===== src/verilog/dhp_regs.svh =====
// dhp_regs.svh: register indices, field positions, reset values and
// decode constants of the display processor host port.
// assumes nothing; definitions only.
`ifndef DHP_REGS_SVH
`define DHP_REGS_SVH

// direct access register indices
`define DHP_IDX_CMD 3'h0
`define DHP_IDX_DATA1 3'h1
`define DHP_IDX_AUX_HI 3'h4
`define DHP_IDX_MAIN_HI 3'h6
// address decode
`define DHP_ASN_SEL 4'h2
// status bit positions
`define DHP_ST_BUSY 7
`define DHP_ST_ALARM 6
`define DHP_ST_LXM 5
`define DHP_ST_LXA 4
`define DHP_ST_R1MSB 3
`define DHP_ST_VSYNC 2
// command byte field positions
`define DHP_CMD_DIR 3
`define DHP_CMD_PSEL 2
`define DHP_CMD_INCR 0
// command type of the vertical sync mask commands
`define DHP_TYPE_VMASK 4'h9
// source/destination and stop codes of buffer moves
`define DHP_SD_MAIN_TO_AUX 2'h1
`define DHP_STOP_AT_END 2'h1
// last column of a row, as a six-bit pointer column value
`define DHP_LAST_COL 6'h27
// reset values
`define DHP_RST_BYTE 8'h00
`define DHP_RST_VMASK 1'h1

`endif

===== src/verilog/dhp_pkg.sv =====
// dhp_pkg: types of the display processor host port.
// assumes dhp_regs.svh is on the include path.
package dhp_pkg;

    // latched address phase: lcs, auto select nibble, exec request, index
    typedef struct packed {
        logic latched_chip_select;
        logic [3:0] auto_select_nibble;
        logic exec_request_bit;
        logic [2:0] idx;
    } dhp_addr_t;

    // execution state
    typedef enum logic {RUN_IDLE, RUN_BUSY} dhp_run_t;

    // request handed to the command engine
    typedef struct packed {
        logic start;
        logic [3:0] cmd_type;
        logic [3:0] param;
        logic to_data;
        logic incr;
        logic use_aux;
        logic src_main;
        logic stop_at_end;
    } dhp_exec_t;

    // whole state of the port
    typedef struct packed {
        logic [1:0] as_sync;
        logic [1:0] ds_sync;
        logic [1:0] cs_sync;
        logic [1:0] rw_sync;
        logic [1:0] vs_sync;
        logic [1:0][7:0] ad_sync;
        logic as_d;
        logic ds_d;
        dhp_addr_t addr;
        logic [7:0] cmd;
        logic [7:1][7:0] args;
        dhp_run_t run;
        logic alarm;
        logic main_last_column_flag;
        logic aux_last_column_flag;
        logic r1msb;
        logic vmask;
        dhp_exec_t exec;
        logic [7:0] rdata;
        logic oe;
    } dhp_state_t;

endpackage : dhp_pkg


===== src/verilog/dhp_host_port.sv =====
// dhp_host_port: multiplexed bus host port of the display processor.
// assumes bus strobes and pins are asynchronous to SYS_CLK and slow
// against it; the command engine runs on SYS_CLK.
//
// Function
// - address strobe fall latches bus and chip select
// - low three address bits pick register
// - address bit three is execution request
// - selected when nibble is 2, select low
// - unselected: bus floats, registers unchanged
// - transfer only while selected, strobe low
// - index zero: write command, read status
// - indices one to seven are argument registers
// - data, auxiliary pointer, main pointer grouping
// - command is type nibble plus parameters
// - direction one loads data registers
// - increment bit post-increments the pointer
// - pointer select one means auxiliary pointer
// - move code picks source and destination
// - move code picks stop condition
// - busy set at start except for vsync mask commands, cleared at end
// - last column flags from column 39
// - alarm when last column and increment
// - status bit three is data MSB
// - status bit two is masked vsync
// - status bits one, zero read zero
// - status bits three to six cleared
// - launch at data strobe end with request
// - busy without request: status read only
// - busy with request: command write aborts
`timescale 1ns/1ns
`include "dhp_regs.svh"

module dhp_host_port
(
    input wire logic SYS_CLK,
    input wire logic ARST_N,
    input wire logic [7:0] AD_IN,
    output logic [7:0] AD_OUT,
    output logic AD_OE,
    input wire logic ADDRESS_STROBE_N,
    input wire logic DATA_STROBE_N,
    input wire logic CHIP_SELECT_N,
    input wire logic READ_NOT_WRITE,
    input wire logic VSYNC,
    output dhp_pkg::dhp_exec_t EXEC_REQ,
    output logic BUSY,
    output logic [15:0] MAIN_POINTER,
    output logic [15:0] AUX_POINTER,
    input wire logic EXEC_DONE,
    input wire logic [23:0] EXEC_RDATA
);
    import dhp_pkg::*;

    // ----------------------------------------------------------------
    // reset release
    // ----------------------------------------------------------------
    logic [1:0] rst_ff; // reset release pipe
    logic rst_n; // synchronous copy of reset

    // two flip-flops release the asynchronous reset
    always_ff @(posedge SYS_CLK or negedge ARST_N)
    begin
        if (!ARST_N)
            rst_ff <= 2'h0;
        else
            rst_ff <= {rst_ff[0], 1'h1};
    end
    assign rst_n = rst_ff[1];

    // ----------------------------------------------------------------
    // state and decode
    // ----------------------------------------------------------------
    dhp_state_t st; // registered state
    dhp_state_t next_st; // next state
    logic as_now; // synced address strobe
    logic ds_now; // synced data strobe
    logic rw_now; // synced read/write
    logic [7:0] ad_now; // synced bus byte
    logic as_fall; // address strobe falling edge
    logic ds_rise; // data strobe trailing edge
    logic selected; // chip decoded from latched address
    logic busy; // command running
    logic wr_ok; // write phase ends here
    logic launch; // command starts this cycle
    logic [7:0] new_cmd; // command used at launch
    logic [7:0] status; // status byte
    logic [5:0] main_col; // main pointer column
    logic [5:0] aux_col; // aux pointer column
    logic finish; // engine completion taken

    // reads of the synced pins; only second stages are looked at
    assign as_now = st.as_sync[1];
    assign ds_now = st.ds_sync[1];
    assign rw_now = st.rw_sync[1];
    assign ad_now = st.ad_sync[1];
    assign as_fall = st.as_d & ~as_now;
    assign ds_rise = ~st.ds_d & ds_now;
    assign busy = (st.run == RUN_BUSY);
    assign main_col = st.args[7][5:0];
    assign aux_col = st.args[5][5:0];

    assign selected = (st.addr.auto_select_nibble == `DHP_ASN_SEL) && !st.addr.latched_chip_select;

    assign wr_ok = ds_rise && selected && !as_now && !rw_now;

    assign launch = ds_rise && selected && !as_now && st.addr.exec_request_bit;
    assign new_cmd = (wr_ok && st.addr.idx == `DHP_IDX_CMD) ? ad_now : st.cmd;
    assign finish = busy && EXEC_DONE && !launch;

    always_comb
    begin
        status = 8'h00;
        status[`DHP_ST_BUSY] = busy;
        status[`DHP_ST_ALARM] = st.alarm;
        status[`DHP_ST_LXM] = st.main_last_column_flag;
        status[`DHP_ST_LXA] = st.aux_last_column_flag;
        status[`DHP_ST_R1MSB] = st.r1msb;
        status[`DHP_ST_VSYNC] = st.vs_sync[1] & ~st.vmask;
    end

    // ----------------------------------------------------------------
    // next state
    // ----------------------------------------------------------------
    always_comb
    begin
        next_st = st;
        // two-stage synchronisers for all pins
        next_st.as_sync = {st.as_sync[0], ADDRESS_STROBE_N};
        next_st.ds_sync = {st.ds_sync[0], DATA_STROBE_N};
        next_st.cs_sync = {st.cs_sync[0], CHIP_SELECT_N};
        next_st.rw_sync = {st.rw_sync[0], READ_NOT_WRITE};
        next_st.vs_sync = {st.vs_sync[0], VSYNC};
        next_st.ad_sync = {st.ad_sync[0], AD_IN};
        next_st.as_d = as_now;
        next_st.ds_d = ds_now;
        next_st.exec.start = 1'h0;

        if (as_fall)
        begin
            // index, request, chip select as top bit
            next_st.addr = {st.cs_sync[1], ad_now};
        end

        if (wr_ok)
        begin
            if (st.addr.idx == `DHP_IDX_CMD)
            begin
                if (!busy || st.addr.exec_request_bit)
                    next_st.cmd = ad_now;
            end
            else if (!busy)
            begin
                next_st.args[st.addr.idx] = ad_now;
                if (st.addr.idx == `DHP_IDX_DATA1)
                    next_st.r1msb = ad_now[7];
            end
        end

        // completion: pointer and flag updates
        if (finish)
        begin
            next_st.run = RUN_IDLE;
            if (st.exec.to_data)
            begin
                next_st.args[1] = EXEC_RDATA[7:0];
                next_st.args[2] = EXEC_RDATA[15:8];
                next_st.args[3] = EXEC_RDATA[23:16];
                next_st.r1msb = EXEC_RDATA[7];
            end
            else
            begin
                next_st.r1msb = st.args[1][7];
            end
            if (st.exec.use_aux)
            begin
                next_st.aux_last_column_flag = (aux_col == `DHP_LAST_COL);
                // alarm on increment past last column
                next_st.alarm = (aux_col == `DHP_LAST_COL) && st.exec.incr;
                if (st.exec.incr)
                    next_st.args[5][5:0] = (aux_col == `DHP_LAST_COL) ? 6'h00 :
                        6'(aux_col + 6'h01);
            end
            else
            begin
                next_st.main_last_column_flag = (main_col == `DHP_LAST_COL);
                // alarm on increment past last column
                next_st.alarm = (main_col == `DHP_LAST_COL) && st.exec.incr;
                if (st.exec.incr)
                    next_st.args[7][5:0] = (main_col == `DHP_LAST_COL) ? 6'h00 :
                        6'(main_col + 6'h01);
            end
        end

        // launch; a running command is restarted
        if (launch)
        begin
            next_st.run = RUN_BUSY;
            next_st.alarm = 1'h0;
            next_st.main_last_column_flag = 1'h0;
            next_st.aux_last_column_flag = 1'h0;
            next_st.r1msb = 1'h0;
            next_st.exec.start = 1'h1;
            next_st.exec.cmd_type = new_cmd[7:4];
            next_st.exec.param = new_cmd[3:0];
            next_st.exec.to_data = new_cmd[`DHP_CMD_DIR];
            next_st.exec.incr = new_cmd[`DHP_CMD_INCR];
            next_st.exec.use_aux = new_cmd[`DHP_CMD_PSEL];
            next_st.exec.src_main = (new_cmd[3:2] == `DHP_SD_MAIN_TO_AUX);
            next_st.exec.stop_at_end = (new_cmd[1:0] == `DHP_STOP_AT_END);
            // vsync mask commands complete at once
            if (new_cmd[7:4] == `DHP_TYPE_VMASK)
            begin
                next_st.vmask = new_cmd[0];
                next_st.run = RUN_IDLE;
            end
        end

        // drive read data while selected and both strobes low
        next_st.oe = selected && !as_now && !ds_now && rw_now;
        case (st.addr.idx)
            `DHP_IDX_CMD: next_st.rdata = status;
            default: next_st.rdata = busy ? 8'h00 : st.args[st.addr.idx];
        endcase
    end

    // state register
    always_ff @(posedge SYS_CLK or negedge rst_n)
    begin
        if (!rst_n)
        begin
            st <= '0;
            st.as_sync <= 2'h3;
            st.ds_sync <= 2'h3;
            st.cs_sync <= 2'h3;
            st.as_d <= 1'h1;
            st.ds_d <= 1'h1;
            st.addr.latched_chip_select <= 1'h1;
            st.cmd <= `DHP_RST_BYTE;
            st.run <= RUN_IDLE;
            st.vmask <= `DHP_RST_VMASK;
        end
        else
        begin
            st <= next_st;
        end
    end

    // ----------------------------------------------------------------
    // outputs
    // ----------------------------------------------------------------
    assign AD_OUT = st.rdata;
    assign AD_OE = st.oe;
    assign EXEC_REQ = st.exec;
    assign BUSY = busy;
    assign MAIN_POINTER = {st.args[6], st.args[7]};
    assign AUX_POINTER = {st.args[4], st.args[5]};

    // ----------------------------------------------------------------
    // assertions
    // ----------------------------------------------------------------
    property p_addr_latch;
        @(posedge SYS_CLK) disable iff (!rst_n)
        as_fall |=> (st.addr == {$past(st.cs_sync[1]), $past(ad_now)});
    endproperty
    a_addr_latch: assert property (p_addr_latch)
        else $error("address not latched at strobe fall");

    property p_addr_hold;
        @(posedge SYS_CLK) disable iff (!rst_n)
        !as_fall |=> $stable(st.addr);
    endproperty
    a_addr_hold: assert property (p_addr_hold)
        else $error("latched address changed without strobe fall");

    property p_float;
        @(posedge SYS_CLK) disable iff (!rst_n)
        !selected |=> !AD_OE;
    endproperty
    a_float: assert property (p_float)
        else $error("bus driven while not selected");

    property p_no_write_unsel;
        @(posedge SYS_CLK) disable iff (!rst_n)
        (ds_rise && !selected && !finish) |=> $stable(st.args) && $stable(st.cmd);
    endproperty
    a_no_write_unsel: assert property (p_no_write_unsel)
        else $error("register changed while not selected");

    property p_busy_ignore;
        @(posedge SYS_CLK) disable iff (!rst_n)
        (busy && wr_ok && !st.addr.exec_request_bit && !finish) |=>
            $stable(st.args) && $stable(st.cmd);
    endproperty
    a_busy_ignore: assert property (p_busy_ignore)
        else $error("write took effect while busy");

    property p_launch;
        @(posedge SYS_CLK) disable iff (!rst_n)
        launch |=> EXEC_REQ.start && !st.alarm && !st.main_last_column_flag && !st.aux_last_column_flag && !st.r1msb;
    endproperty
    a_launch: assert property (p_launch)
        else $error("launch did not start and clear flags");

    property p_start_busy;
        @(posedge SYS_CLK) disable iff (!rst_n)
        (launch && new_cmd[7:4] != `DHP_TYPE_VMASK) |=> BUSY ##1 (BUSY || $past(EXEC_DONE));
    endproperty
    a_start_busy: assert property (p_start_busy)
        else $error("busy not held after launch");

    property p_status_low;
        @(posedge SYS_CLK) disable iff (!rst_n)
        (status[1:0] == 2'h0) && (status[7] == busy);
    endproperty
    a_status_low: assert property (p_status_low)
        else $error("status low bits or busy wrong");

    property p_vmask;
        @(posedge SYS_CLK) disable iff (!rst_n)
        st.vmask |-> !status[2];
    endproperty
    a_vmask: assert property (p_vmask)
        else $error("masked vsync visible in status");

    property p_main_wrap;
        @(posedge SYS_CLK) disable iff (!rst_n)
        (finish && st.exec.incr && !st.exec.use_aux && main_col == `DHP_LAST_COL)
            |=> (main_col == 6'h00) && st.alarm && st.main_last_column_flag && !BUSY;
    endproperty
    a_main_wrap: assert property (p_main_wrap)
        else $error("main pointer wrap or alarm wrong");

    property p_main_step;
        @(posedge SYS_CLK) disable iff (!rst_n)
        (finish && st.exec.incr && !st.exec.use_aux && main_col != `DHP_LAST_COL)
            |=> (main_col == 6'($past(main_col) + 6'h01));
    endproperty
    a_main_step: assert property (p_main_step)
        else $error("main pointer did not step by one");

    property p_aux_last;
        @(posedge SYS_CLK) disable iff (!rst_n)
        (finish && st.exec.use_aux && aux_col == `DHP_LAST_COL)
            |=> st.aux_last_column_flag && (st.alarm == $past(st.exec.incr));
    endproperty
    a_aux_last: assert property (p_aux_last)
        else $error("aux last column flag or alarm wrong");

    property p_busy_read;
        @(posedge SYS_CLK) disable iff (!rst_n)
        (busy && st.addr.idx != `DHP_IDX_CMD) |=> (AD_OUT == 8'h00);
    endproperty
    a_busy_read: assert property (p_busy_read)
        else $error("argument read not blocked while busy");

endmodule : dhp_host_port


===== config.mk =====
export PLATFORM = sky130hd
export DESIGN_NAME = dhp_host_port
export DESIGN_NICKNAME = d
export VERILOG_FILES = /design/src/verilog/dhp_pkg.sv /design/src/verilog/dhp_host_port.sv
export VERILOG_INCLUDE_DIRS = /design/src /design/src/verilog
export SDC_FILE = /design/constraint.sdc
export NUM_CORES = 1
export LEC_CHECK = 0
export ABC_AREA = 0
export BUFFER_PORTS_ARGS = -buffer_cell sky130_fd_sc_hd__buf_2
export CORE_UTILIZATION = 55
export CTS_CLUSTER_DIAMETER = 150
export DETAILED_ROUTE_END_ITERATION = 7
export GPL_ROUTABILITY_DRIVEN = 0
export GPL_TIMING_DRIVEN = 0
export PLACE_DENSITY = 0.86
export SETUP_SLACK_MARGIN = 0.15
export SLEW_MARGIN = 20
export SYNTH_ARGS = -nofsm -noshare
export SYNTH_HDL_FRONTEND = slang
export SYNTH_SLANG_ARGS = --single-unit

===== constraint.sdc =====
create_clock -name SYS_CLK -period 6.3 [get_ports SYS_CLK]
set_clock_uncertainty 0.1 [all_clocks]
set_input_delay 1.26 -clock SYS_CLK [delete_from_list [all_inputs] [get_ports SYS_CLK]]
set_output_delay 1.26 -clock SYS_CLK [all_outputs]
set_load 0.03 [all_outputs]

Word level (Yosys, flattened, before mapping)
Cells that the tools add are included.
{ "word_totals": {"in_bits": 40, "register_bits": 132, "elab_cells": 126, "output_inout_bits": 56} }
{ "classes": {"order_cmp": 2, "eq_ne": 10, "n_reduce_logical": 32, "mux": 32, "n_addsub": 2, "n_bitwise": 8} }
{ "ops": {"columns": ["operator", "count"], "rows": [
  ["two-way mux 54 bit", 3],
  ["bitwise mux 56 bit", 1],
  ["two-way mux 6 bit", 8],
  ["two-way mux 8 bit", 5],
  ["two-way mux 29 bit", 1],
  ["binary-select mux 8 bit (select 3 bit)", 1],
  ["demux 8 bit (select 3 bit)", 1],
  ["two-way mux 24 bit", 1],
  ["two-way mux 20 bit", 1],
  ["logical AND 1 bit", 14],
  ["adder 6 x 1 -> 6 bit (second input constant)", 2],
  ["== test 6 bit (second input constant)", 2],
  ["two-way mux 1 bit", 10],
  ["zero test 1 bit", 6],
  ["AND reduction 2 bit", 3],
  ["AND reduction 3 bit", 2],
  ["nonzero test 3 bit", 2],
  ["NOT 1 bit", 5],
  ["== test 2 x 1 -> 1 bit (second input constant)", 2],
  ["== test 4 x 2 -> 1 bit (second input constant)", 1],
  ["== test 4 bit (second input constant)", 1],
  ["< comparator 3 x 4 -> 1 bit (second input constant)", 1],
  ["AND reduction 4 bit", 1],
  ["nonzero test 2 bit", 2],
  ["8 further kinds", 10]
]} }

Longest topological paths before layout
{ "logic_depth": {"depth_word": 11, "mapped_depth": 7, "ltp_nobuf": 6} }

Worst setup path after synthesis
Ideal clock, no wire load.
{ "synth_timing": {"path_kind": "input to register", "from": "in EXEC_DONE", "to": "reg st[29] in the netlist's numbering", "arrival_time_ns": 2.393, "t_required_ns": 6.117, "n_path_buf": 3, "setup_time_ns": 0.083, "stages": 7, "path_slack_ns": 3.724, "path_cell_list": "and2_1 > clkbuf_1 > o311a_1 > clkbuf_1 > clkbuf_1 > nand2_1 > o21ai_0"} }
{ "synth_lines": {"columns": ["item", "line_no", "text"], "rows": [
  ["start: declaration", "dhp_host_port.sv:50", "input wire logic EXEC_DONE,"],
  ["end signal: assignment", "dhp_host_port.sv:245", "st <= next_st;"],
  ["end: declaration", "dhp_host_port.sv:74", "dhp_state_t st;"]
]} }

==> summary.md <==
| Metric | Value |
|---|---|
| Crit share post-route | 0.4592 |
| CTS Sinks | 129 |
| Slew margin rel. | 0.3565 |
| Clk_lat worst skew | 0.42 ns |
| Worst Path Arrival | 3.11 ns |
| Layout Cells excl Fill | 826 |
| Final ANT Viol Nets | 0 |
| IO Port Bufs | 95 |
| Slew @ Worst Pin | 0.9518 ns |
| Gr ovfl total | 0 |
| Clock buffer depth | 2 |
| Synthesized flop and latch total | 129 |
| Post-Syn Area | 6230 µm² |
| Vias per std cell | 5.914 |
| Async SR Flop Fraction | 1.000 |
| CTS buffer count | 17 |
| Leak | 0.003619 µW |
| Library cells used by synthesis | 57 |
| Mapped Cells | 557 |
| Most frequent CP cell | clkbuf_1 |
| Post-synth EDFFs | 0 |
| Cell Rows | 38 |
| Synth Flop Type | dfrtp_1 |
| Clk pin slew, worst setup/hold paths | 0.06 ns |
| Slew Limit Fails | 0 |
| Final Hold Fails | 0 |
| GR peak layer | met2 |
| Inserted Diodes | 0 |
| Num ports | 96 |
| First-pass GRT wire length | 24,860 µm |
| Worst min path class | flop to asynchronous set/reset pin |
| Yosys warning count | 0 |
| Setup Viol. Count Final | 0 |
| Placed Cells | 794 |
| Critical path peak fanout | 10 |
| Die area | 11,760 µm² |
| Starting DRT DRC Count | 395 |
| Die Wd | 108.4 µm |
| Mapped Avg Cell Area | 11.18 µm² |
| Met3 Track Usage GR | 0.06932 |
| PwrDens | 290.3 nW/µm² |
| H-Tree Depth | 4 |
| Initial antenna violation count | 0 |
| Largest net degree at the start of global routing | 47 |
| Postcts setup bufs | 0 |
| Placed instance area | 6924 µm² |
| Max stage delay on crit path | 0.48 ns |
| Final WL | 15,800 µm |
| Max VDD drop | 0.0001533 V |
| Via Count | 4,885 |
| Max cap viols | 0 |
| CP bufs+invs | 4 |
| CTS-repair resized insts | 0 |
| CP delay by family, top | buffers and inverters |
| Design Area, Final | 7556 µm² |
| Total Nets Final | 715 |
| Nature of the critical path startpoint | primary input |
| Met1 Use GR | 0.3748 |
| CTS root buf | clkbuf_16 |
| Status | finished, final reports clean |
| Crit path max-delay cell type | clkbuf_1 |
| Layout area overhead | 21.29% |
| Drt drc | 0 |
| Worst Path Required | 6.52 ns |
| Finished Core Util | 0.6910 |
| CTS tree | built |
| Critical Path End Type | flop |
| Dpl hpwl | 10,830 µm |
| Wire per inst | 19.13 µm |
| Pre-antenna DRT Iters | 7 |
| Setup TNS | 0 ns |
| Setup CP Type | primary input to flop |
| Met2 usage | 0.4467 |
| Initial Util | 0.5697 |
| Total track usage | 0.2896 |
| CTS Hold Bufs | 0 |
| Die Span Y | 108.4 µm |
| RSZ-0062 raised after global routing | no |
| Final worst path period need | 2.893 ns |
| Share of layout cells above drive strength 1 | 0.3703 |
| Crit path cell chain | buf_2, and2_1, clkbuf_1, o311a_1, clkbuf_1, clkbuf_1, nand2_1, o21ai_0 |
| Register area share after synthesis | 0.5202 |
| Number of global-route vias before repair | 4,869 |
| Core area | 10,940 µm² |
| Fmax | 0.3456 GHz |
| Synth Net Count | 599 |
synthesized netlist by cell type (3+ instances only):
cell	instances	share of area
mux2_2	35	0.063
a211oi_1	8	0.0096
nand4_1	6	0.0060
buf_1	4	0.0024
nor2_1	16	0.0096
and3_1	3	0.0030
dfrtp_1	119	0.48
a31oi_1	4	0.0040
mux2i_1	44	0.071
clkbuf_1	27	0.016
buf_4	55	0.066
dfstp_2	10	0.042
inv_1	12	0.0072
a21oi_1	32	0.026
nor3_1	5	0.0040
nand4b_1	4	0.0056
nand3b_1	4	0.0048
nand3_1	9	0.0072
mux4_2	8	0.029
o21ai_0	50	0.040
nor2b_1	3	0.0030
nand2_1	53	0.032
logic make-up (layout without fill, tap and decap cells):
| kind of cell | count (synthesis) | count (layout) | share of synthesized area |
|---|---|---|---|
| AND/OR/NAND/NOR | 126 | 126 | 0.1133 |
| AO/OA/AOI/OAI | 109 | 109 | 0.09982 |
| adder cells (fa/ha/maj) | 2 | 2 | 0.004016 |
| multiplexers | 88 | 88 | 0.1647 |
| flip-flops | 129 | 129 | 0.5202 |
| other | 1 | 1 | 0.0006020 |
| buffers and inverters | 102 | 231 | 0.09741 |
worst register-to-register path: stages (launching register included):
cell and delay [ns]:
dfrtp_1 0.37, buf_6 0.14, nor3_4 0.52, nand4_4 0.26
or4b_1 0.55, a211oi_2 0.37, mux2_1 0.36
report_power, final:
part           switching, µW  internal, µW
registers               31.1           874
logic                    155           102
clock network            364           667
total                    551          1640
metrics by stage:
step,worst slack (ns),power [µW],hold slack [ns]
finish,3.407,2193,0.2301
global route,3.306,2254,0.2508
CTS,3.490,2192,0.2489
detailed placement,3.118,1170,0.2357
global placement,1.273,1157,0.2324
floorplan,2.357,1090,0.2312
cell usage in the layout, fill, tap and decap left out, drive strengths merged, types with 5 or more instances in the layout:
cell	n
a211oi	9
a21oi	33
buf	160
clkbuf	48
clkinv	5
dfrtp	119
dfstp	10
inv	14
mux2	36
mux2i	44
mux4	8
nand2	53
nand3	9
nand4	7
nor2	17
nor3	7
o21ai	51
final timing paths:
| check | from | endpoint | slack (ns) | cells past startpoint |
|---|---|---|---|---|
| worst max-delay path | EXEC_DONE | st[29] | 3.41 | 8 |
| max in group asynchronous | rst_ff[1] | st[23] | 4.89 | 2 |
| worst min register to register | rst_ff[1] | st[42] | 0.23 | 0 |
| min in group SYS_CLK | next_st[116] | ad_now[4] | 0.25 | 0 |
| worst max register to register | st[95] | st[23] | 3.56 | 6 |
| worst min-delay path | rst_ff[1] | st[42] | 0.23 | 0 |
final cells by class:
cell class / instances / area [µm²]
buffer: 90 / 561.8
clock buffer: 21 / 480.5
clock inverter: 11 / 151.4
fill: 777 / 3379
inverter: 12 / 45.04
multi-input combinational: 326 / 2382
sequential: 129 / 3244
tap: 140 / 175.2
timing repair buffer: 97 / 515.5
state kept, by name, indices dropped and copies added (netlist names):
name          cells
rw_now            1
EXEC_REQ         11
AD_OE             1
rst_ff            2
AUX_POINTER      16
as_now            1
BUSY              1
ad_now            8
st               50
MAIN_POINTER     16
next_st          13
AD_OUT            8
ds_now            1
metal layers:
layer / wire, µm / share of wire
met1: 6277 / 0.40
met2: 7494 / 0.47
met3: 1278 / 0.081
met4: 751 / 0.048
met5: 0 / 0
Power figures use the tool's default switching activity.
